==> src/hspw_pkg.sv <==
`default_nettype none
package hspw_pkg;
  // Timing
  localparam int CLK_PERIOD_NS = 100;
  localparam int OC_FILTER_NS = 16000;
  localparam int OL_FILTER_NS = 64000;
  localparam int OC_FILTER_CYC = OC_FILTER_NS / CLK_PERIOD_NS;
  localparam int OL_FILTER_CYC = OL_FILTER_NS / CLK_PERIOD_NS;
  localparam int PERIOD_FAST_NS = 2500000;
  localparam int DUTY_STEPS = 256;
  // One duty step of the 400Hz period, rounded down
  localparam int SLOT_CYC = PERIOD_FAST_NS / (DUTY_STEPS * CLK_PERIOD_NS);
  localparam int FILT_W = 10;
  localparam int SLOT_W = 7;
  // Register indices
  localparam logic [3:0] ADDR_DUTY1 = 4'h0;
  localparam logic [3:0] ADDR_DUTY2 = 4'h1;
  localparam logic [3:0] ADDR_PERIOD = 4'h2;
  localparam logic [3:0] ADDR_SRC_A = 4'h3;
  localparam logic [3:0] ADDR_SRC_B = 4'h4;
  localparam logic [3:0] ADDR_OC_FLAG = 4'h5;
  localparam logic [3:0] ADDR_OL_FLAG = 4'h6;
  localparam logic [3:0] ADDR_SUPPLY = 4'h7;
  localparam logic [3:0] ADDR_STATUS = 4'h8;
  // Field positions
  localparam int SUP_REC_BIT = 0;
  localparam int SUP_OVDIS_BIT = 1;
  localparam int SUP_UVDIS_BIT = 2;
  localparam int STAT_OV_BIT = 4;
  localparam int STAT_UV_BIT = 5;
  localparam int STAT_FORCED_BIT = 6;
  // Reset values
  localparam logic [7:0] DUTY_RST = 8'h00;
  localparam logic [1:0] PERIOD_RST = 2'h0;
  localparam logic [2:0] SUPPLY_RST = 3'h0;
  // Output source codes
  localparam logic [2:0] SRC_OFF = 3'h0;
  localparam logic [2:0] SRC_ON = 3'h1;
  localparam logic [2:0] SRC_TIMER1 = 3'h2;
  localparam logic [2:0] SRC_TIMER2 = 3'h3;
  localparam logic [2:0] SRC_GEN1 = 3'h4;
  localparam logic [2:0] SRC_GEN2 = 3'h5;
  // Device operating mode codes
  localparam logic [2:0] MODE_NORMAL = 3'h0;
  localparam logic [2:0] MODE_STOP = 3'h1;
  localparam logic [2:0] MODE_SLEEP = 3'h2;
  localparam logic [2:0] MODE_RESTART = 3'h3;
  localparam logic [2:0] MODE_FAILSAFE = 3'h4;
endpackage
`default_nettype wire

==> src/hspw_gen_if.sv <==
`timescale 1ns/100ps
`default_nettype none
interface hspw_gen_if;
  logic tick;
  logic [7:0] duty;
  logic slow;
  logic level;
  modport ctrl (output tick, output duty, output slow, input level);
  modport gen (input tick, input duty, input slow, output level);
endinterface
`default_nettype wire

==> src/hspw_duty_gen.sv <==
`timescale 1ns/100ps
`default_nettype none
module hspw_duty_gen (
  input wire logic clk_sys,
  input wire logic rst_n,
  hspw_gen_if.gen gif
);
  logic [8:0] cnt_q;
  logic [8:0] cnt_d;
  logic [7:0] pos;

  // Slow period takes two slot ticks per duty step
  always_comb begin
    cnt_d = cnt_q;
    if (gif.tick) begin
      cnt_d = cnt_q + 9'h001;
    end
    pos = gif.slow ? cnt_q[8:1] : cnt_q[7:0];
  end

  always_ff @(posedge clk_sys or negedge rst_n) begin
    if (!rst_n) begin
      cnt_q <= 9'h000;
    end else begin
      cnt_q <= cnt_d;
    end
  end

  assign gif.level = pos < gif.duty;
endmodule
`default_nettype wire

==> src/hspw_fault_filter.sv <==
`timescale 1ns/100ps
`default_nettype none
module hspw_fault_filter #(
  parameter int CYC = 160
) (
  input wire logic clk_sys,
  input wire logic rst_n,
  input wire logic cond_i,
  output logic det_o
);
  localparam logic [hspw_pkg::FILT_W-1:0] CYC_W = CYC[hspw_pkg::FILT_W-1:0];
  logic [hspw_pkg::FILT_W-1:0] cnt_q;
  logic [hspw_pkg::FILT_W-1:0] cnt_d;

  // Any gap in the condition restarts the filter
  always_comb begin
    cnt_d = '0;
    if (cond_i) begin
      cnt_d = (cnt_q == CYC_W) ? cnt_q : cnt_q + 1'b1;
    end
  end

  always_ff @(posedge clk_sys or negedge rst_n) begin
    if (!rst_n) begin
      cnt_q <= '0;
    end else begin
      cnt_q <= cnt_d;
    end
  end

  assign det_o = cond_i && (cnt_q == CYC_W);
endmodule
`default_nettype wire

==> src/hspw_top.sv <==
`timescale 1ns/100ps
`default_nettype none
// Operation
// - In Stop and Sleep, outputs stay usable for cyclic wake sensing.
// - Open-load, overcurrent and supply shutdown stay active in Stop and Sleep.
// - In Stop and Sleep an output may stay on or follow its generator.
// - Restart and Fail-Safe force all outputs off.
// - After the failure clears, software may re-enable outputs.
// - Two independent 8-bit duty generators can drive the outputs.
// - Each generator has its own 8-bit duty setting.
// - Each generator has its own 200Hz or 400Hz select bit.
// - A generator drives an output as soon as the output selects it.
// - Each output selects timer one, timer two, generator one or two.
// - Overcurrent shuts an output down after a 16 us filter.
// - Open load on an active output is flagged after a 64 us filter.
// - Overcurrent sets a sticky flag and clears the output field to off.
// - After supply fault, resume only with recovery bit set, else clear fields.
// - Open load sets a flag, output stays on; flags clear only by software.
// - Configuration is kept in Stop and Sleep and software cannot change it there.
module hspw_top (
  input wire logic clk_sys,
  input wire logic resetn,
  input wire logic [3:0] reg_addr,
  input wire logic [7:0] reg_wdata,
  input wire logic reg_wr,
  input wire logic reg_rd,
  output logic [7:0] reg_rdata,
  input wire logic [2:0] dev_mode,
  input wire logic timer1_active,
  input wire logic timer2_active,
  input wire logic [3:0] oc_sense,
  input wire logic [3:0] ol_sense,
  input wire logic supply_ov,
  input wire logic supply_uv,
  output logic [3:0] high_side_output
);
  ////////////////////////////////////////////////////////////////////////////
  // Reset release and pin synchronisers
  logic rst_meta_q;
  logic rst_n;
  logic [9:0] pin_meta_q;
  logic [9:0] pin_sync_q;
  logic [3:0] oc_s;
  logic [3:0] ol_s;
  logic ov_s;
  logic uv_s;

  always_ff @(posedge clk_sys or negedge resetn) begin
    if (!resetn) begin
      rst_meta_q <= 1'b0;
      rst_n <= 1'b0;
    end else begin
      rst_meta_q <= 1'b1;
      rst_n <= rst_meta_q;
    end
  end

  always_ff @(posedge clk_sys or negedge rst_n) begin
    if (!rst_n) begin
      pin_meta_q <= 10'h000;
      pin_sync_q <= 10'h000;
    end else begin
      pin_meta_q <= {supply_uv, supply_ov, ol_sense, oc_sense};
      pin_sync_q <= pin_meta_q;
    end
  end

  assign oc_s = pin_sync_q[3:0];
  assign ol_s = pin_sync_q[7:4];
  assign ov_s = pin_sync_q[8];
  assign uv_s = pin_sync_q[9];

  ////////////////////////////////////////////////////////////////////////////
  // Register state
  logic [1:0][7:0] duty_q;
  logic [1:0][7:0] duty_d;
  logic [1:0] period_q;
  logic [1:0] period_d;
  logic [3:0][2:0] src_q;
  logic [3:0][2:0] src_d;
  logic [3:0] oc_flag_q;
  logic [3:0] oc_flag_d;
  logic [3:0] ol_flag_q;
  logic [3:0] ol_flag_d;
  logic [2:0] sup_q;
  logic [2:0] sup_d;
  logic [7:0] rdata_d;
  logic [3:0] hs_d;
  logic forced_prev_q;
  logic fault_prev_q;

  ////////////////////////////////////////////////////////////////////////////
  // Mode and supply qualification
  logic cfg_ok;
  logic forced_off;
  logic enter_forced;
  logic fault_sd;
  logic sd_rise;

  // Settings take no writes outside Normal, carried into low power as they stand
  assign cfg_ok = dev_mode == hspw_pkg::MODE_NORMAL;
  assign forced_off = (dev_mode == hspw_pkg::MODE_RESTART) ||
                      (dev_mode == hspw_pkg::MODE_FAILSAFE);
  assign enter_forced = forced_off && !forced_prev_q;
  // Supply shutdown runs in every mode, Stop and Sleep included
  assign fault_sd = (ov_s && !sup_q[hspw_pkg::SUP_OVDIS_BIT]) ||
                    (uv_s && !sup_q[hspw_pkg::SUP_UVDIS_BIT]);
  assign sd_rise = fault_sd && !fault_prev_q;

  ////////////////////////////////////////////////////////////////////////////
  // Slot tick: one duty step of the 400Hz period
  logic [hspw_pkg::SLOT_W-1:0] slot_cnt_q;
  logic [hspw_pkg::SLOT_W-1:0] slot_cnt_d;
  logic slot_tick_q;
  logic slot_tick_d;
  localparam logic [hspw_pkg::SLOT_W-1:0] SLOT_LAST =
    hspw_pkg::SLOT_W'(hspw_pkg::SLOT_CYC - 1);

  always_comb begin
    slot_tick_d = slot_cnt_q == SLOT_LAST;
    slot_cnt_d = slot_tick_d ? '0 : slot_cnt_q + 1'b1;
  end

  always_ff @(posedge clk_sys or negedge rst_n) begin
    if (!rst_n) begin
      slot_cnt_q <= '0;
      slot_tick_q <= 1'b0;
    end else begin
      slot_cnt_q <= slot_cnt_d;
      slot_tick_q <= slot_tick_d;
    end
  end

  ////////////////////////////////////////////////////////////////////////////
  // Duty generators
  logic [1:0] gen_lvl;

  for (genvar g = 0; g < 2; g++) begin : g_gen
    hspw_gen_if gif ();
    assign gif.tick = slot_tick_q;
    assign gif.duty = duty_q[g];
    assign gif.slow = period_q[g];
    assign gen_lvl[g] = gif.level;
    hspw_duty_gen u_gen (
      .clk_sys(clk_sys),
      .rst_n(rst_n),
      .gif(gif.gen)
    );
  end

  ////////////////////////////////////////////////////////////////////////////
  // Fault filters, sensing only while the switch is on
  logic [3:0] oc_det;
  logic [3:0] ol_det;

  for (genvar i = 0; i < 4; i++) begin : g_flt
    hspw_fault_filter #(.CYC(hspw_pkg::OC_FILTER_CYC)) u_oc (
      .clk_sys(clk_sys),
      .rst_n(rst_n),
      .cond_i(oc_s[i] && high_side_output[i]),
      .det_o(oc_det[i])
    );
    hspw_fault_filter #(.CYC(hspw_pkg::OL_FILTER_CYC)) u_ol (
      .clk_sys(clk_sys),
      .rst_n(rst_n),
      .cond_i(ol_s[i] && high_side_output[i]),
      .det_o(ol_det[i])
    );
  end

  ////////////////////////////////////////////////////////////////////////////
  // Register writes and hardware updates
  always_comb begin
    duty_d = duty_q;
    period_d = period_q;
    src_d = src_q;
    sup_d = sup_q;
    oc_flag_d = oc_flag_q;
    ol_flag_d = ol_flag_q;
    if (reg_wr && cfg_ok) begin
      unique case (reg_addr)
        hspw_pkg::ADDR_DUTY1: duty_d[0] = reg_wdata;
        hspw_pkg::ADDR_DUTY2: duty_d[1] = reg_wdata;
        hspw_pkg::ADDR_PERIOD: period_d = reg_wdata[1:0];
        hspw_pkg::ADDR_SRC_A: begin
          src_d[0] = reg_wdata[2:0];
          src_d[1] = reg_wdata[5:3];
        end
        hspw_pkg::ADDR_SRC_B: begin
          src_d[2] = reg_wdata[2:0];
          src_d[3] = reg_wdata[5:3];
        end
        hspw_pkg::ADDR_SUPPLY: sup_d = reg_wdata[2:0];
        default: ;
      endcase
    end
    // Flags clear by writing ones, in any mode
    if (reg_wr && reg_addr == hspw_pkg::ADDR_OC_FLAG) begin
      oc_flag_d = oc_flag_q & ~reg_wdata[3:0];
    end
    if (reg_wr && reg_addr == hspw_pkg::ADDR_OL_FLAG) begin
      ol_flag_d = ol_flag_q & ~reg_wdata[3:0];
    end
    // Failure exit needs a fresh enable from software
    if (enter_forced) begin
      src_d = '0;
    end
    if (sd_rise && !sup_q[hspw_pkg::SUP_REC_BIT]) begin
      src_d = '0;
    end
    // Hardware events win over a same-cycle clear or write
    for (int i = 0; i < 4; i++) begin
      if (oc_det[i]) begin
        oc_flag_d[i] = 1'b1;
        src_d[i] = hspw_pkg::SRC_OFF;
      end
      if (ol_det[i]) begin
        ol_flag_d[i] = 1'b1;
      end
    end
  end

  always_ff @(posedge clk_sys or negedge rst_n) begin
    if (!rst_n) begin
      duty_q <= {hspw_pkg::DUTY_RST, hspw_pkg::DUTY_RST};
      period_q <= hspw_pkg::PERIOD_RST;
      src_q <= '0;
      sup_q <= hspw_pkg::SUPPLY_RST;
      oc_flag_q <= 4'h0;
      ol_flag_q <= 4'h0;
      forced_prev_q <= 1'b0;
      fault_prev_q <= 1'b0;
    end else begin
      duty_q <= duty_d;
      period_q <= period_d;
      src_q <= src_d;
      sup_q <= sup_d;
      oc_flag_q <= oc_flag_d;
      ol_flag_q <= ol_flag_d;
      forced_prev_q <= forced_off;
      fault_prev_q <= fault_sd;
    end
  end

  ////////////////////////////////////////////////////////////////////////////
  // Output drive
  // Stop and Sleep keep driving from the source, so timers can serve wake sensing
  always_comb begin
    for (int i = 0; i < 4; i++) begin
      unique case (src_q[i])
        hspw_pkg::SRC_ON: hs_d[i] = 1'b1;
        hspw_pkg::SRC_TIMER1: hs_d[i] = timer1_active;
        hspw_pkg::SRC_TIMER2: hs_d[i] = timer2_active;
        hspw_pkg::SRC_GEN1: hs_d[i] = gen_lvl[0];
        hspw_pkg::SRC_GEN2: hs_d[i] = gen_lvl[1];
        default: hs_d[i] = 1'b0;
      endcase
      // Open load leaves the switch on; overcurrent cuts it at once
      if (forced_off || fault_sd || oc_det[i]) begin
        hs_d[i] = 1'b0;
      end
    end
  end

  always_ff @(posedge clk_sys or negedge rst_n) begin
    if (!rst_n) begin
      high_side_output <= 4'h0;
    end else begin
      high_side_output <= hs_d;
    end
  end

  ////////////////////////////////////////////////////////////////////////////
  // Read port
  always_comb begin
    rdata_d = 8'h00;
    if (reg_rd) begin
      unique case (reg_addr)
        hspw_pkg::ADDR_DUTY1: rdata_d = duty_q[0];
        hspw_pkg::ADDR_DUTY2: rdata_d = duty_q[1];
        hspw_pkg::ADDR_PERIOD: rdata_d = {6'h00, period_q};
        hspw_pkg::ADDR_SRC_A: rdata_d = {2'h0, src_q[1], src_q[0]};
        hspw_pkg::ADDR_SRC_B: rdata_d = {2'h0, src_q[3], src_q[2]};
        hspw_pkg::ADDR_OC_FLAG: rdata_d = {4'h0, oc_flag_q};
        hspw_pkg::ADDR_OL_FLAG: rdata_d = {4'h0, ol_flag_q};
        hspw_pkg::ADDR_SUPPLY: rdata_d = {5'h00, sup_q};
        hspw_pkg::ADDR_STATUS: begin
          rdata_d[3:0] = high_side_output;
          rdata_d[hspw_pkg::STAT_OV_BIT] = ov_s;
          rdata_d[hspw_pkg::STAT_UV_BIT] = uv_s;
          rdata_d[hspw_pkg::STAT_FORCED_BIT] = forced_off;
        end
        default: rdata_d = 8'h00;
      endcase
    end
  end

  // Data only in the cycle after the strobe, zero otherwise
  always_ff @(posedge clk_sys or negedge rst_n) begin
    if (!rst_n) begin
      reg_rdata <= 8'h00;
    end else begin
      reg_rdata <= rdata_d;
    end
  end
endmodule
`default_nettype wire

==> config.mk <==
export PLATFORM = sky130hd
export DESIGN_NAME = hspw_top
export DESIGN_NICKNAME = d
export VERILOG_FILES = /design/src/hspw_pkg.sv /design/src/hspw_gen_if.sv /design/src/hspw_duty_gen.sv /design/src/hspw_fault_filter.sv /design/src/hspw_top.sv
export SDC_FILE = /design/constraint.sdc
export NUM_CORES = 1
export LEC_CHECK = 0
export BUFFER_PORTS_ARGS = -buffer_cell sky130_fd_sc_hd__buf_2
export CORE_MARGIN = 3
export CORE_UTILIZATION = 40
export DETAILED_ROUTE_END_ITERATION = 16
export GPL_TIMING_DRIVEN = 0
export HOLD_SLACK_MARGIN = 0.1
export PLACE_DENSITY_LB_ADDON = 0.08
export SLEW_MARGIN = 10
export SYNTH_ARGS = -nofsm -noshare
export SYNTH_HDL_FRONTEND = slang
export SYNTH_SLANG_ARGS = --single-unit
==> constraint.sdc <==
create_clock -name clk_sys -period 17 [get_ports clk_sys]
set_input_delay 0 -clock clk_sys [delete_from_list [all_inputs] [get_ports clk_sys]]
set_output_delay 0 -clock clk_sys [all_outputs]
set_load 0.02 [all_outputs]
== Word level (Yosys, flattened, before mapping) ==
Cells that the tools add are included.
Word-level totals
  bits in registers: 183
  bits in latches: 0
  memory bits (writable): 0
  bits in read-only memories: 0
  bits of input ports: 31
  output and inout bits: 12
  logic and storage cells: 210
  memories: 0
Operators by class
  add/subtract/negate cells: 11
  $mul: 0
  divide/modulo/power cells: 0
  order comparisons: 2
  equality and inequality tests: 47
  shift operators: 0
  muxes and demuxes: 49
  bitwise gates (word level): 3
  reductions and logical operators: 62
Operator list (count)
  $mux 10: 16
  $add 10x1->10 const B: 8
  $pmux 7 s9: 1
  $eq 10x10->1 const B: 4
  $eq 10x8->1 const B: 4
  $mux 12: 3
  $reduce_bool 4->1: 8
  $eq 3x2->1 const B: 9
  $eq 3x3->1 const B: 9
  $logic_and 1x1->1: 24
  $mux 8: 3
  $pmux 1 s5: 4
  $add 9x1->9 const B: 2
  $eq 4x3->1 const B: 4
  $lt 8x8->1: 2
  $ne 2x2->1 const B: 8
  $reduce_and 2->1: 8
  $reduce_bool 2->1: 8
  $eq 3x1->1 const B: 4
  $mux 1: 12
  $mux 3: 4
  $mux 6: 2
  $and 4x4->4: 2
  $eq 4x2->1 const B: 2
  12 further kinds: 23

== Longest topological paths before layout ==
Gate-level depths: netlist of run 1.
  depth after elaboration: 7
  mapped depth: 9
  depth with buffers taken out: 8

== By module ==
A second synthesis of run 1 with hierarchy kept.
Second synthesis, totals
  cells, all modules: 901
  area total of the unflattened synthesis: 9580.4 sq um
By module, submodules not included
  hspw_top: times used 1, cells each 304, area each 3741.1 sq um, seq. area each 2127.0 sq um
  hspw_fault_filter (g_flt[0].u_oc ...): times used 4, cells each 60, area each 583.1 sq um, seq. area each 250.2 sq um
  hspw_fault_filter (g_flt[0].u_ol ...): times used 4, cells each 56, area each 540.5 sq um, seq. area each 250.2 sq um
  hspw_duty_gen (g_gen[1].u_gen): times used 1, cells each 68, area each 679.4 sq um, seq. area each 225.2 sq um
  hspw_duty_gen (g_gen[0].u_gen): times used 1, cells each 65, area each 665.6 sq um, seq. area each 225.2 sq um

== Worst setup path before layout of run 1 ==
Ideal clock, no wire load.
  path kind: register to register
  start point: register period_q[1]
  end point: register high_side_output[0]
  setup time: 0.094 ns
  data arrival time: 2.157 ns
  required time: 16.906 ns
  setup slack: 14.749 ns
  cell stages (with the launch flop): 9
  buffers on the path: 1
  cell sequence: dfrtp_1 > clkbuf_1 > mux2_2 > ha_1 > a211oi_1 > o21bai_1 > a21oi_1 > o211ai_1 > a211oi_1
Between the ends
  longest elaborated chain between the ends: 4
Ends and longest elaborated chain
  start, declared: RTL line hspw_top.sv:77  | logic [1:0] period_q;
  start signal, assigned: RTL line hspw_top.sv:226  | period_q <= hspw_pkg::PERIOD_RST;
  start signal, assigned: RTL line hspw_top.sv:235  | period_q <= period_d;
  $mux 8: RTL line hspw_duty_gen.sv:18  | pos = gif.slow ? cnt_q[8:1] : cnt_q[7:0];
  $lt 8x8->1: RTL line hspw_duty_gen.sv:29  | assign gif.level = pos < gif.duty;
  $pmux 1 s5: RTL line hspw_top.sv:250  | unique case (src_q[i])
  $mux 1: RTL line hspw_top.sv:259  | if (forced_off || fault_sd || oc_det[i]) begin
  net hs_d[0]: RTL line hspw_top.sv:88  | logic [3:0] hs_d;
  end signal, assigned: RTL line hspw_top.sv:269  | high_side_output <= hs_d;
  end, declared: RTL line hspw_top.sv:35  | output logic [3:0] high_side_output
The timed path passes the listed nets, and every way through them passes these cells.
A chain may end at the register's enable or synchronous reset.

== Worst setup path after layout of run 1 ==
  start point: register period_q[0]
  end point: register high_side_output[1]
The elaborated chain is that of the path after synthesis.

==> summary by stage, run 1 <==
Clock network
The deepest level of the CTS H-tree is 4. The root buffer cell is sky130_fd_sc_hd__clkbuf_16. Clock-pin slew was measured on the worst setup and hold paths at 0.07 ns.

TritonCTS built the clock tree. The clock passes through at most 2 buffers. The number of clock buffers added by TritonCTS is 17.

The total setup buffers inserted after CTS is 0. The clock latency reported for the late side of the worst-skew pair is 0.44 ns. Clock tree synthesis found a total of 183 sinks.

Flow run
The number of max-capacitance violations reported is 0.

Timing
Clock skew on the completed layout was measured at 0.0168 ns. The final period utilization is 17.0%. The number of max-slew violations in the final report is 0. The total negative slack is 0 ns. Setup repair after global routing left no endpoint under its margin. The routed design could run at a clock period as short as 2.89 ns.

At the pin with the least slew margin, the transition time is 1.00 ns. Static timing analysis puts the maximum clock frequency at 346 MHz. The number of endpoints with negative hold slack in the final report is 0. Headroom to the max-slew limit came out at 32.5%. The final count of negative-setup-slack endpoints is 0.

Placed design
Once placement completed, the tool counted placed cells totaling 1207. The total placed instance area is 0.00960 sq mm. The post-DP HPWL is 14.2 mm. The count of buffers inserted at the top-level ports is 40. The final RePlAce weighted congestion is 0.861.

Route
The number of nets still failing antenna checks after routing is 0. The routed layout has 6454 vias. The via count normalized by instance count is 5.10. The detailed-routing iteration count for the pre-antenna-repair pass is 5. For this run, design rule violations remaining after detail routing come to 0. The aggregate routed wire length is 19.8 mm.

The initial DRC count is 343. The per-cell routed wire length is 15.7 um.

Final layout
In the final design database the tool counted 1038 nets. Compared with the post-synthesis result, the final layout area differs by 16.5%. Leaving out fill and tap cells, the most frequent cells in the layout are 182 x sky130_fd_sc_hd__dfrtp_1, 107 x sky130_fd_sc_hd__nor2_1, 64 x sky130_fd_sc_hd__nand2_1. The finished cells cover 0.0104 sq mm.

The share of final-layout standard cells stronger than drive strength 1 is 11.6%. The finished layout holds 1266 standard cells, fillers aside. The number of antenna diodes in the final layout is 0. The commonest non-fill, non-tap cell in the layout is sky130_fd_sc_hd__dfrtp_1. The number of filler cells placed in the layout is 2097.

GRT
The number of global-route vias before repair was 6300. The overall track demand over capacity in global routing is 17.1%. The global-route wire length before repair is 33.2 mm. The number of antenna violations at the first check in global routing is 0. The residual overflow from global routing is 0. The largest net degree at the start of global routing is 62.

Pwr
Across the VDD grid, the largest voltage drop is 45.6 uV. The share of total power dissipated in combinational logic is 5.9%. The power per cell area is 85.5 mW/mm^2. Net switching is 24.9% of the power. The cell-internal power is 0.671 mW. The clock network accounts for 43.6% of the total power. The switching power summed over all nets is 0.222 mW.

The static leakage is 4.56 nW. Sequential cells account for 50.5% of the total power.

Synthesis
For this run, the register share of the synthesized area comes to 51.1%. In this run the cell area of the synthesized design comes to 0.00897 sq mm. When the netlist entered floorplanning its net count stood at 949. The Yosys step of the flow raised 0 warnings.

For this run, the leading register cell type out of synthesis is sky130_fd_sc_hd__dfrtp_1. The number of flops mapped to enable cells by yosys is 0. The share of async-settable or async-resettable flops after synthesis is 100%.

Counting flops and latches in the post-synthesis netlist gives 183. The synthesized netlist cell count is 884. After synthesis, the mean cell area works out to 10.1 sq um.

The count of cell types in the netlist is 47.

Setup path
The kind of launch point of the worst setup path is a flip-flop. In this run the worst path has a maximum fanout of 10. STA puts the critical path data arrival time at 3.20 ns. For the worst setup path, the data required time is 17.31 ns. The endpoint kind of the worst setup timing path is a flip-flop.

The setup slack of the most critical reg-to-reg path is 14.11 ns. By startpoint and endpoint, the worst setup path is classified as flip-flop to flip-flop.

Die
The initial core utilization is 40.8%. The floorplan has 54 rows. The die is 156 um wide.

The area of the core is 0.0220 sq mm. During I/O placement, the number of pins put on the boundary was 43. Measured along the y axis, the die boundary spans 156 um. The die covers 0.0243 sq mm.

Run status
The run finished with clean final reports.

Hold path
The min-delay analysis places its worst path in the category input port to flip-flop.
-- power groups by stage --
stage / combinational, mW / sequential, mW / clock, mW
2_1_floorplan: 0.0236 / 0.462 / 0
3_3_place_gp: 0.0386 / 0.466 / 0
3_5_place_dp: 0.0483 / 0.459 / 0
4_1_cts: 0.0535 / 0.451 / 0.403
5_1_grt: 0.0596 / 0.452 / 0.421
6_report: 0.0526 / 0.451 / 0.390
-- critical path: stages, from the launching register on --
cell	delay, ns
sky130_fd_sc_hd__dfrtp_1	0.32
sky130_fd_sc_hd__clkbuf_1	0.43
sky130_fd_sc_hd__mux2_2	0.41
sky130_fd_sc_hd__ha_1	0.21
sky130_fd_sc_hd__nor4b_1	0.32
sky130_fd_sc_hd__a21oi_1	0.11
sky130_fd_sc_hd__a21oi_1	0.55
sky130_fd_sc_hd__nand3_1	0.14
sky130_fd_sc_hd__a211oi_1	0.28
-- final timing paths --
kind | start | end | depth (start not counted)
max | period_q[0]$_DFFE_PN0P_ | high_side_output[1]$_DFF_PN0_ | 8
min in group asynchronous | rst_n$_DFF_PN0_ | slot_cnt_q[6]$_DFF_PN0_ | 0
min reg2reg | rst_n$_DFF_PN0_ | slot_cnt_q[6]$_DFF_PN0_ | 0
max in group asynchronous | rst_n$_DFF_PN0_ | g_flt[1].u_ol.cnt_q[0]$_DFFE_PN0N_ | 1
min | timer1_active | high_side_output[0]$_DFF_PN0_ | 5
max reg2reg | period_q[0]$_DFFE_PN0P_ | high_side_output[1]$_DFF_PN0_ | 8
-- synth_stat cells (all sizes together) (9+ instances only) --
cell type	n	area share [%]
inv	51	2.1
clkbuf	20	0.85
and3	27	1.9
ha	34	4.7
nor3	28	1.6
xnor2	40	3.9
nand3	54	3.0
nor2	107	4.5
xor2	48	4.7
nand4	15	1.0
o21ai	37	2.1
a21oi	24	1.3
mux2i	24	2.7
nor4	9	0.80
dfrtp	183	51
mux2	28	3.5
nand2b	11	0.77
nand2	64	2.7
-- sequential cells by signal, summed over array words and instances (netlist names), 7 cells and up --
register and count:
g_gen.u_gen.cnt_q 18, slot_cnt_q 7, g_flt.u_ol.cnt_q 40, reg_rdata 8, g_flt.u_oc.cnt_q 40, src_q 12, pin_meta_q 10, pin_sync_q 10
g_gen.gif.duty 16
-- area by class of cell --
type / count / area, sq um / share of cell area (%)
repair buffers: 70 / 546 / 5.22
well taps: 280 / 350 / 3.35
inverters: 51 / 191 / 1.83
clock inverters: 13 / 143 / 1.37
clock buffers: 19 / 433 / 4.15
flip-flops and latches: 183 / 4580 / 43.9
multi-input cells: 629 / 4120 / 39.4
plain buffers: 21 / 80.1 / 0.767
-- through the flow --
| stage | utilization (%) | hold WS, ns | power (mW) | setup slack [ns] |
|---|---|---|---|---|
| 2_1_floorplan | - | -0.296 | 0.485 | 11.52 |
| 5_1_grt | 47.6 | 0.186 | 0.932 | 13.79 |
| 3_3_place_gp | 43.3 | -0.213 | 0.505 | 9.17 |
| 4_1_cts | 47.6 | 0.145 | 0.907 | 14.07 |
| 6_report | 47.6 | 0.163 | 0.893 | 14.11 |
| 3_5_place_dp | 43.7 | -0.211 | 0.508 | 14.09 |
-- metal layers --
metal | track usage [%] | share of wire, %
met5 | 0 | 0
met4 | 4.79 | 1.3
met3 | 3.30 | 3.1
met2 | 26.0 | 45
met1 | 25.1 | 51
-- repair_timing --
item	in CTS	in global routing
resized for setup	0	0
hold endpoints to repair	58	0
hold buffers	27	0
-- cell families after synthesis --
family / count (synthesis) / share of synthesized area [%]
simple gates: 354 / 19.5
flops: 183 / 51.1
compound gates: 99 / 6.61
xor+xnor: 88 / 8.59
buf+inv: 72 / 3.03
mux: 53 / 6.45
fa+ha+maj: 34 / 4.74
other cells: 1 / 0.0418
Power figures use the tool's default switching activity.
==> inputs of run 2 (changes only) <==
--- a/config.mk
+++ b/config.mk
@@ -5,6 +5,7 @@
 export SDC_FILE = /design/constraint.sdc
 export NUM_CORES = 1
 export LEC_CHECK = 0
+export ABC_AREA = 1
 export BUFFER_PORTS_ARGS = -buffer_cell sky130_fd_sc_hd__buf_2
 export CORE_MARGIN = 3
 export CORE_UTILIZATION = 40
==> constraint.sdc (replaced) <==
create_clock -name clk_sys -period 2.4 [get_ports clk_sys]
set_input_delay 0 -clock clk_sys [delete_from_list [all_inputs] [get_ports clk_sys]]
set_output_delay 0 -clock clk_sys [all_outputs]
set_load 0.02 [all_outputs]
==> summary by stage, run 2 <==
Setup path
The worst flop-to-flop path endpoint is high_side_output[0]$_DFF_PN0_ (was high_side_output[1]$_DFF_PN0_). The setup slack of the most critical reg-to-reg path was 0.19 ns (was 14.11 ns). The critical path class is flip-flop to flip-flop (unchanged). The data arrival time at the worst-slack endpoint is 2.58 ns (was 3.20 ns). The beginning of the critical path is period_q[1]$_DFFE_PN0P_ (was period_q[0]$_DFFE_PN0P_).

The start of the worst register-to-register path is period_q[1]$_DFFE_PN0P_ (was period_q[0]$_DFFE_PN0P_). The required time of the critical path is 2.77 ns (was 17.31 ns). The endpoint kind of the worst setup timing path is a flip-flop (unchanged). The kind of launch point of the worst setup path is a flip-flop (unchanged). The number of cell instances on the worst register-to-register path is 10 (was 8). The capturing instance or port of the critical path is high_side_output[0]$_DFF_PN0_ (was high_side_output[1]$_DFF_PN0_). The peak fanout along the critical path is 10 (unchanged).

Synthesis
The most used standard cell by instance count after synthesis is sky130_fd_sc_hd__nand2_1 (was sky130_fd_sc_hd__dfrtp_1). The yosys synthesis warning count is 0 (unchanged). The sequential cell area fraction in the yosys report came to 50.9% (was 51.1%). The number of storage elements in the synthesis netlist came to 183 (unchanged). The synthesized area per cell came to 8.30 sq um (was 10.1 sq um). The share of async-settable or async-resettable flops after synthesis is 100% (unchanged). The top-area cell type share of the netlist area was 50.9% (was 51.1%). The synthesized netlist cell count is 1084 (was 884). The number of flops mapped to enable cells by yosys is 0 (unchanged).

The top flip-flop cell by instance count after synthesis is sky130_fd_sc_hd__dfrtp_1 (unchanged). The cell type with the largest total area after synthesis is sky130_fd_sc_hd__dfrtp_1 (unchanged). The post-synth design cell area is 0.00900 sq mm (was 0.00897 sq mm). The count of cell types in the netlist was 36 (was 47).

Most frequent cells after synthesis: 222 x sky130_fd_sc_hd__nand2_1, 183 x sky130_fd_sc_hd__dfrtp_1, 182 x sky130_fd_sc_hd__inv_1 (was 183 x sky130_fd_sc_hd__dfrtp_1, 107 x sky130_fd_sc_hd__nor2_1, 64 x sky130_fd_sc_hd__nand2_1). The net count after synthesis is 1149 (was 949). Main area contributors after synthesis: sky130_fd_sc_hd__dfrtp_1 51%, sky130_fd_sc_hd__nand2_1 9.3%, sky130_fd_sc_hd__inv_1 7.6% (was sky130_fd_sc_hd__dfrtp_1 51%, sky130_fd_sc_hd__ha_1 4.7%, sky130_fd_sc_hd__xor2_1 4.7%).

Final layout
The relative area change from synthesis to final layout came to 17.6% (was 16.5%). The total number of nets in the final design is 1243 (was 1038). Most used cells in the layout excluding fill and tap cells: 222 x sky130_fd_sc_hd__nand2_1, 182 x sky130_fd_sc_hd__inv_1, 182 x sky130_fd_sc_hd__dfrtp_1 (was 182 x sky130_fd_sc_hd__dfrtp_1, 107 x sky130_fd_sc_hd__nor2_1, 64 x sky130_fd_sc_hd__nand2_1). The antenna diode count came to 0 (unchanged).

The area of the multi-input gates is 0.00371 sq mm (was 0.00412 sq mm). The post-route core utilization is 48.2% (was 47.6%). The area of all placed cells without fillers is 0.0106 sq mm (was 0.0104 sq mm).

The area of all sequential standard cells came to 0.00458 sq mm (unchanged). The number of filler cells placed in the layout is 2123 (was 2097). The commonest non-fill, non-tap cell in the layout is sky130_fd_sc_hd__nand2_1 (was sky130_fd_sc_hd__dfrtp_1). The share of final-layout standard cells stronger than drive strength 1 is 8.56% (was 11.6%). Largest registers ranked by flip-flop count: g_flt.u_oc.cnt_q: 40 flops, g_flt.u_ol.cnt_q: 40 flops, g_gen.u_gen.cnt_q: 18 flops (unchanged).

The final cell count without fillers was 1471 (was 1266).

Timing
The worst hold margin came to 0.105 ns (was 0.163 ns). The clock skew after layout is 0.00911 ns (was 0.0168 ns). The number of endpoints with negative hold slack in the final report is 0 (unchanged). The number of max-slew violations in the final report came to 0 (unchanged). The final period utilization is 91.9% (was 17.0%). The final worst slack came to 0.194 ns (was 14.11 ns). RSZ-0062 raised after global routing: no (unchanged). The final count of negative-setup-slack endpoints is 0 (unchanged). The remaining max-slew budget at the tightest pin is 59.4% (was 32.5%).

The slew at the pin with the worst max-slew slack is 0.604 ns (was 1.00 ns). The shortest clock period the worst path allows after layout came to 2.21 ns (was 2.89 ns). The achievable frequency is 453 MHz (was 346 MHz). The total negative slack is 0 ns (unchanged).

Pwr
The static leakage is 5.00 nW (was 4.56 nW). The post-route total power is 6.56 mW (was 0.893 mW). The worst vdd rail ir drop is 340 uV (was 45.6 uV).

The power per cell area is 620 mW/mm^2 (was 85.5 mW/mm^2).

Clock network
The clock latency reported for the late side of the worst-skew pair is 0.43 ns (was 0.44 ns). The total setup buffers inserted after CTS was 0 (unchanged). The clock slew seen by the registers of the worst setup and hold paths is 0.07 ns (about the same). The TritonCTS clock tree is done (unchanged). The count of clock tree sinks is 183 (unchanged). The root buffer cell is sky130_fd_sc_hd__clkbuf_16 (unchanged). The maximum buffer depth of the clock tree is 2 (unchanged). The deepest level of the CTS H-tree is 4 (unchanged). The number of clock buffers inserted by TritonCTS is 17 (unchanged).

Route
The amount of wire on met3 after detailed routing was 914 um (was 611 um). The top routing layer in use is met4 (unchanged). The routed length on met2 came to 9.05 mm (was 8.84 mm). The via count normalized by instance count came to 4.90 (was 5.10). The per-cell routed wire length was 13.5 um (was 15.7 um). The aggregate routed wire length is 19.8 mm (about the same). The met1 layer wirelength in the final routing came to 9.61 mm (was 10.1 mm).

The routed via count is 7214 (was 6454). The DRC violation count after routing is 0 (unchanged). The initial DRC count is 463 (was 343). The number of nets still failing antenna checks after routing is 0 (unchanged). The detailed-routing iteration count for the pre-antenna-repair pass is 5 (unchanged).

Die
The area of the core is 0.0220 sq mm (unchanged). The number of core rows is 54 (unchanged). The full die area is 0.0243 sq mm (about the same). The number of ports placed on the die boundary was 43 (unchanged). The floorplan die height is 156 um (about the same). The horizontal die dimension was 156 um (about the same). The initial core utilization was 41.0% (was 40.8%).

Placed design
The number of placed instances, taps included was 1409 (was 1207). The post-DP HPWL is 14.7 mm (was 14.2 mm). The worst slack at placement is -0.118 ns (was 14.09 ns). The count of buffers inserted at the top-level ports is 42 (was 40). The total placed instance area is 0.00964 sq mm (was 0.00960 sq mm).

The final RePlAce weighted congestion is 0.816 (was 0.861).

GRT
The number of antenna violations at the first check in global routing is 0 (unchanged). The global-route wire length before repair came to 33.7 mm (was 33.2 mm). The overall track demand over capacity in global routing came to 17.2% (was 17.1%).

The number of global-route vias before repair was 6910 (was 6300). The residual overflow from global routing is 0 (unchanged). The largest net degree at the start of global routing is 63 (was 62).

Flow run
The number of max-capacitance violations reported is 0 (unchanged).

Hold path
The classification of the worst-slack hold path is input port to flip-flop (unchanged). The startpoint of the lowest-slack hold path is timer1_active (unchanged).

Run status
Run status: finished clean (unchanged).
## run 2: cell count changes after synthesis, moves of 24 or more
| cell | previous run | this run |
|---|---|---|
| sky130_fd_sc_hd__mux2_2 | 28 | 0 |
| sky130_fd_sc_hd__xnor2_1 | 40 | 5 |
| sky130_fd_sc_hd__o21ai_0 | 37 | 98 |
| sky130_fd_sc_hd__mux2i_1 | 24 | 0 |
| sky130_fd_sc_hd__and3_1 | 26 | 1 |
| sky130_fd_sc_hd__nand2_1 | 64 | 222 |
| sky130_fd_sc_hd__inv_1 | 51 | 182 |
## run 2: worst min path at each step
| stage | cells past startpoint | end |
|---|---|---|
| after detailed placement | 1 | rst_meta_q$_DFF_PN0_ |
| after CTS | 7 | high_side_output[2]$_DFF_PN0_ |
| final | 7 | high_side_output[3]$_DFF_PN0_ |
| after global placement | 1 | rst_meta_q$_DFF_PN0_ |
| after global routing | 0 | g_flt[1].u_oc.cnt_q[6]$_DFFE_PN0N_ |
| after floorplan | 0 | rst_meta_q$_DFF_PN0_ |
## run 2: metal layers
metal / GRT usage [%] / vias to the layer above
met5: 0 / -
met4: 5.34 / 0
li1: - / 3688
met2: 26.7 / 137
met1: 24.3 / 3366
met3: 3.74 / 23
## run 2: where the power goes
| group | switching [mW] | internal, mW |
|---|---|---|
| clock | 1.19 | 1.75 |
| combinational | 0.256 | 0.138 |
| sequential | 0.0508 | 3.17 |
| total | 1.50 | 5.06 |
## run 2: critical path, stage by stage, from the launching register on
cell and delay (ns):
sky130_fd_sc_hd__dfrtp_1 0.42, sky130_fd_sc_hd__clkbuf_2 0.20, sky130_fd_sc_hd__o21ai_0 0.20, sky130_fd_sc_hd__ha_1 0.27
sky130_fd_sc_hd__a21oi_1 0.14, sky130_fd_sc_hd__nor2_1 0.06, sky130_fd_sc_hd__a211oi_1 0.44, sky130_fd_sc_hd__nand3_1 0.17
sky130_fd_sc_hd__nand3_1 0.16, sky130_fd_sc_hd__nand2_1 0.06, sky130_fd_sc_hd__inv_1 0.05
## run 2: repair_timing
item | CTS | global route
hold endpoints to repair | 62 | 0
gates resized for setup | 1 | 3
endpoints found under the setup margin | 4 | 4
pin swaps | 0 | 0
hold buffers | 30 | 0
cloned | 0 | 0
## run 2: layout make-up
class | instances | area share, %
plain buffers | 5 | 0.248
flip-flops and latches | 183 | 43.3
inverters | 184 | 6.53
clock inverters | 11 | 1.36
clock buffers | 21 | 4.54
well taps | 280 | 3.31
repair buffers | 75 | 5.60
multi-input cells | 712 | 35.1
## run 2: kinds of logic after synthesis
kind of cell / share of synthesized area, %
buf+inv: 7.95
fa+ha+maj: 4.73
other cells: 0.0417
flops: 50.9
simple gates: 23.3
xor+xnor: 3.12
compound gates: 9.93
==> inputs of run 3 (changes only) <==
--- a/config.mk
+++ b/config.mk
@@ -7,13 +7,14 @@
 export LEC_CHECK = 0
 export ABC_AREA = 1
 export BUFFER_PORTS_ARGS = -buffer_cell sky130_fd_sc_hd__buf_2
-export CORE_MARGIN = 3
+export CORE_MARGIN = 2
 export CORE_UTILIZATION = 40
 export DETAILED_ROUTE_END_ITERATION = 16
 export GPL_TIMING_DRIVEN = 0
 export HOLD_SLACK_MARGIN = 0.1
 export PLACE_DENSITY_LB_ADDON = 0.08
-export SLEW_MARGIN = 10
+export SLEW_MARGIN = 20
 export SYNTH_ARGS = -nofsm -noshare
 export SYNTH_HDL_FRONTEND = slang
+export SYNTH_HIERARCHICAL = 1
 export SYNTH_SLANG_ARGS = --single-unit
==> summary by stage, run 3 <==
Timing
The final period utilization is 92.8% (was 91.9%). The remaining max-slew budget at the tightest pin was 41.9% (was 59.4%). The final worst slack was 0.173 ns (was 0.194 ns). The final count of negative-setup-slack endpoints is 0 (unchanged). The clock skew after layout is 0.00918 ns (was 0.00911 ns). The number of endpoints with negative hold slack in the final report is 0 (unchanged).

The worst hold margin is 0.126 ns (was 0.105 ns). The total negative slack is 0 ns (unchanged). The achievable frequency is 449 MHz (was 453 MHz). The shortest clock period the worst path allows after layout came to 2.23 ns (was 2.21 ns). The slew at the pin with the worst max-slew slack is 0.863 ns (was 0.604 ns). The number of max-slew violations in the final report is 0 (unchanged).

Synthesis
Most frequent cells after synthesis: 275 x sky130_fd_sc_hd__nand2_1, 189 x sky130_fd_sc_hd__inv_1, 183 x sky130_fd_sc_hd__dfrtp_1 (was 222 x sky130_fd_sc_hd__nand2_1, 183 x sky130_fd_sc_hd__dfrtp_1, 182 x sky130_fd_sc_hd__inv_1). The top-area cell type share of the netlist area is 45.6% (was 50.9%). Main area contributors after synthesis: sky130_fd_sc_hd__dfrtp_1 46%, sky130_fd_sc_hd__nand2_1 10%, sky130_fd_sc_hd__inv_1 7.1% (was sky130_fd_sc_hd__dfrtp_1 51%, sky130_fd_sc_hd__nand2_1 9.3%, sky130_fd_sc_hd__inv_1 7.6%). The sequential cell area fraction in the yosys report is 45.6% (was 50.9%). The count of cell types in the netlist was 32 (was 36). The number of flops mapped to enable cells by yosys is 0 (unchanged). The share of async-settable or async-resettable flops after synthesis came to 100% (unchanged).

The synthesized area per cell was 7.75 sq um (was 8.30 sq um). The cell type with the largest total area after synthesis is sky130_fd_sc_hd__dfrtp_1 (unchanged). The top flip-flop cell by instance count after synthesis was sky130_fd_sc_hd__dfrtp_1 (unchanged). The most used standard cell by instance count after synthesis is sky130_fd_sc_hd__nand2_1 (unchanged). The synthesized netlist cell count is 1297 (was 1084).

The net count after synthesis is 1362 (was 1149). The post-synth design cell area is 0.0101 sq mm (was 0.00900 sq mm). The number of storage elements in the synthesis netlist came to 183 (unchanged). The yosys synthesis warning count is 6 (was 0).

Pwr
The power share of the sequential group is 50.6% (was 49.1%). The share of total power in combinational logic is 5.8% (was 6.0%). The power per cell area was 551 mW/mm^2 (was 620 mW/mm^2).

The share of power burned in the clock network is 43.6% (was 44.9%). The static leakage is 5.36 nW (was 5.00 nW). The cell-internal power came to 4.83 mW (was 5.06 mW). The post-route total power is 6.39 mW (was 6.56 mW). The worst vdd rail ir drop was 459 uV (was 340 uV). The switching share of power is 24.5% (was 22.9%). The switching power summed over all nets is 1.57 mW (was 1.50 mW).

Final layout
The final cell count without fillers came to 1731 (was 1471). The share of final-layout standard cells stronger than drive strength 1 is 11.6% (was 8.56%). The area of the multi-input gates is 0.00461 sq mm (was 0.00371 sq mm). Most used cells in the layout excluding fill and tap cells: 275 x sky130_fd_sc_hd__nand2_1, 189 x sky130_fd_sc_hd__inv_1, 182 x sky130_fd_sc_hd__dfrtp_1 (was 222 x sky130_fd_sc_hd__nand2_1, 182 x sky130_fd_sc_hd__inv_1, 182 x sky130_fd_sc_hd__dfrtp_1). The area of all placed cells without fillers is 0.0116 sq mm (was 0.0106 sq mm). The area of all sequential standard cells is 0.00458 sq mm (unchanged).

The commonest non-fill, non-tap cell in the layout is sky130_fd_sc_hd__nand2_1 (unchanged). The relative area change from synthesis to final layout came to 15.5% (was 17.6%). The post-route core utilization is 46.6% (was 48.2%). The number of filler cells placed in the layout is 2480 (was 2123). The total number of nets in the final design is 1453 (was 1243).

Largest registers ranked by flip-flop count: g_flt.u_oc/cnt_q: 40 flops, g_flt.u_ol/cnt_q: 40 flops, g_gen.u_gen/cnt_q: 18 flops (was g_flt.u_oc.cnt_q: 40 flops, g_flt.u_ol.cnt_q: 40 flops, g_gen.u_gen.cnt_q: 18 flops). The antenna diode count is 0 (unchanged).

GRT
The number of global-route vias before repair was 7891 (was 6910). The residual overflow from global routing came to 0 (unchanged). The global-route wire length before repair came to 39.1 mm (was 33.7 mm).

The overall track demand over capacity in global routing is 18.3% (was 17.2%). The largest net degree at the start of global routing came to 55 (was 63). The number of antenna violations at the first check in global routing was 0 (unchanged).

Route
The initial DRC count is 512 (was 463). The per-cell routed wire length came to 13.2 um (was 13.5 um). The detailed-routing iteration count for the pre-antenna-repair pass is 5 (unchanged). The aggregate routed wire length is 22.8 mm (was 19.8 mm). The DRC violation count after routing was 0 (unchanged). The routed via count is 8326 (was 7214). The number of nets still failing antenna checks after routing is 0 (unchanged).

The via count normalized by instance count is 4.81 (was 4.90).

Placed design
The total placed instance area is 0.0108 sq mm (was 0.00964 sq mm). The worst slack at placement is 0.153 ns (was -0.118 ns). The number of placed instances, taps included is 1672 (was 1409). The post-DP HPWL came to 16.8 mm (was 14.7 mm).

The count of buffers inserted at the top-level ports is 42 (unchanged). The final RePlAce weighted congestion was 0.823 (was 0.816).

Clock network
The total setup buffers inserted after CTS is 0 (unchanged). The count of clock tree sinks is 183 (unchanged). The deepest level of the CTS H-tree is 4 (unchanged). The clock latency reported for the late side of the worst-skew pair is 0.43 ns (about the same). The root buffer cell is sky130_fd_sc_hd__clkbuf_16 (unchanged). The number of clock buffers inserted by TritonCTS is 17 (unchanged).

The TritonCTS clock tree is done (unchanged). The clock slew seen by the registers of the worst setup and hold paths was 0.07 ns (about the same). The maximum buffer depth of the clock tree is 2 (unchanged).

Setup path
The peak fanout along the critical path is 10 (unchanged). Worst-path cell chain: clkbuf_2 > o21ai_0 > ha_1 > a21oi_1 > o21ai_0 > a21oi_1 > inv_1 > nor3_1 > o21ai_0 > a21oi_1 (was clkbuf_2 > o21ai_0 > ha_1 > a21oi_1 > nor2_1 > a211oi_1 > nand3_1 > nand3_1 > nand2_1 > inv_1). The cell family contributing the most delay on the critical path was compound AO/OA/AOI/OAI gates (unchanged). The required time of the critical path is 2.75 ns (was 2.77 ns). The endpoint kind of the worst setup timing path is a flip-flop (unchanged). The critical path class is flip-flop to flip-flop (unchanged).

The largest stage delay on the critical path is 0.46 ns (was 0.44 ns). The cell at the slowest stage of the critical path is sky130_fd_sc_hd__dfrtp_1 (was sky130_fd_sc_hd__a211oi_1). The data arrival time at the worst-slack endpoint was 2.57 ns (was 2.58 ns). The critical path buffer and inverter count is 2 (unchanged). The kind of launch point of the worst setup path is a flip-flop (unchanged).

Hold path
The classification of the worst-slack hold path was input port to flip-flop (unchanged).

Die
The horizontal die dimension is 163 um (was 156 um). The number of ports placed on the die boundary is 43 (unchanged). The floorplan die height was 163 um (was 156 um). The number of core rows is 58 (was 54). The initial core utilization came to 40.4% (was 41.0%). The full die area is 0.0264 sq mm (was 0.0243 sq mm). The area of the core is 0.0249 sq mm (was 0.0220 sq mm).

Flow run
The number of max-capacitance violations reported is 0 (unchanged).

Run status
Run status: finished clean (unchanged).
## run 3: per-layer routing
layer | share of wire, % | vias to the layer above | routed length [um] | global-route usage (%)
met5 | 0 | - | 0 | 0
met4 | 0.71 | 0 | 161 | 3.50
met3 | 3.5 | 8 | 788 | 3.51
met2 | 47 | 108 | 10700 | 29.5
met1 | 49 | 3880 | 11200 | 25.9
li1 | - | 4330 | - | -
## run 3: logic make-up after synthesis
logic type	count (synthesis)	share of synthesized area, %
adders and majority gates	34	4.23
xor gates and xnor gates	28	2.44
DFF	183	45.6
and+or+nand+nor	682	31.7
AOI/OAI and AO/OA	146	7.46
other	1	0.0373
buffers and inverters	223	8.61
## run 3: layout make-up
| class | instances | share of cell area [%] |
|---|---|---|
| repair buffers | 72 | 4.79 |
| well taps | 330 | 3.56 |
| inverters | 196 | 6.35 |
| multi-input cells | 891 | 39.7 |
| clock inverters | 12 | 0.992 |
| clock buffers | 20 | 4.02 |
| flip-flops and latches | 183 | 39.5 |
| plain buffers | 27 | 1.13 |
## run 3: path summary, 6_finish.rpt
| kind | to | depth (start not counted) | slack [ns] | from |
|---|---|---|---|---|
| max in group asynchronous | g_gen[0].gif.duty[1]$_DFFE_PN0P_ | 1 | 1.41 | rst_n$_DFF_PN0_ |
| max | high_side_output[1]$_DFF_PN0_ | 10 | 0.17 | period_q[0]$_DFFE_PN0P_ |
| max reg2reg | high_side_output[1]$_DFF_PN0_ | 10 | 0.17 | period_q[0]$_DFFE_PN0P_ |
| min reg2reg | g_flt[1].u_ol/cnt_q[7]$_DFFE_PN0P_ | 0 | 0.32 | rst_n$_DFF_PN0_ |
| min in group asynchronous | g_flt[1].u_ol/cnt_q[7]$_DFFE_PN0P_ | 0 | 0.32 | rst_n$_DFF_PN0_ |
| min | period_q[1]$_DFFE_PN0P_ | 4 | 0.13 | reg_addr[0] |
## run 3: power by group through the flow
stage                     registers (mW)  clock network (mW)  logic, mW
after global placement              3.35                   0      0.275
after floorplan                     3.31                   0      0.177
after detailed placement            3.30                   0      0.346
final                               3.23                2.79      0.373
after global routing                3.25                3.02      0.434
after CTS                           3.24                2.88      0.382
## run 3: what timing repair did
item | in CTS | in global routing
resized for setup | 0 | 4
hold endpoints to repair | 64 | 0
hold buffers | 27 | 0
endpoints found under the setup margin | 0 | 4
## run 3: worst register-to-register path, stage by stage (launching register included)
cell and delay [ns]:
sky130_fd_sc_hd__dfrtp_1 0.46, sky130_fd_sc_hd__clkbuf_2 0.21, sky130_fd_sc_hd__o21ai_0 0.28, sky130_fd_sc_hd__ha_1 0.30, sky130_fd_sc_hd__a21oi_1 0.15, sky130_fd_sc_hd__o21ai_0 0.09
sky130_fd_sc_hd__a21oi_1 0.16, sky130_fd_sc_hd__inv_1 0.12, sky130_fd_sc_hd__nor3_1 0.13, sky130_fd_sc_hd__o21ai_0 0.10, sky130_fd_sc_hd__a21oi_1 0.14
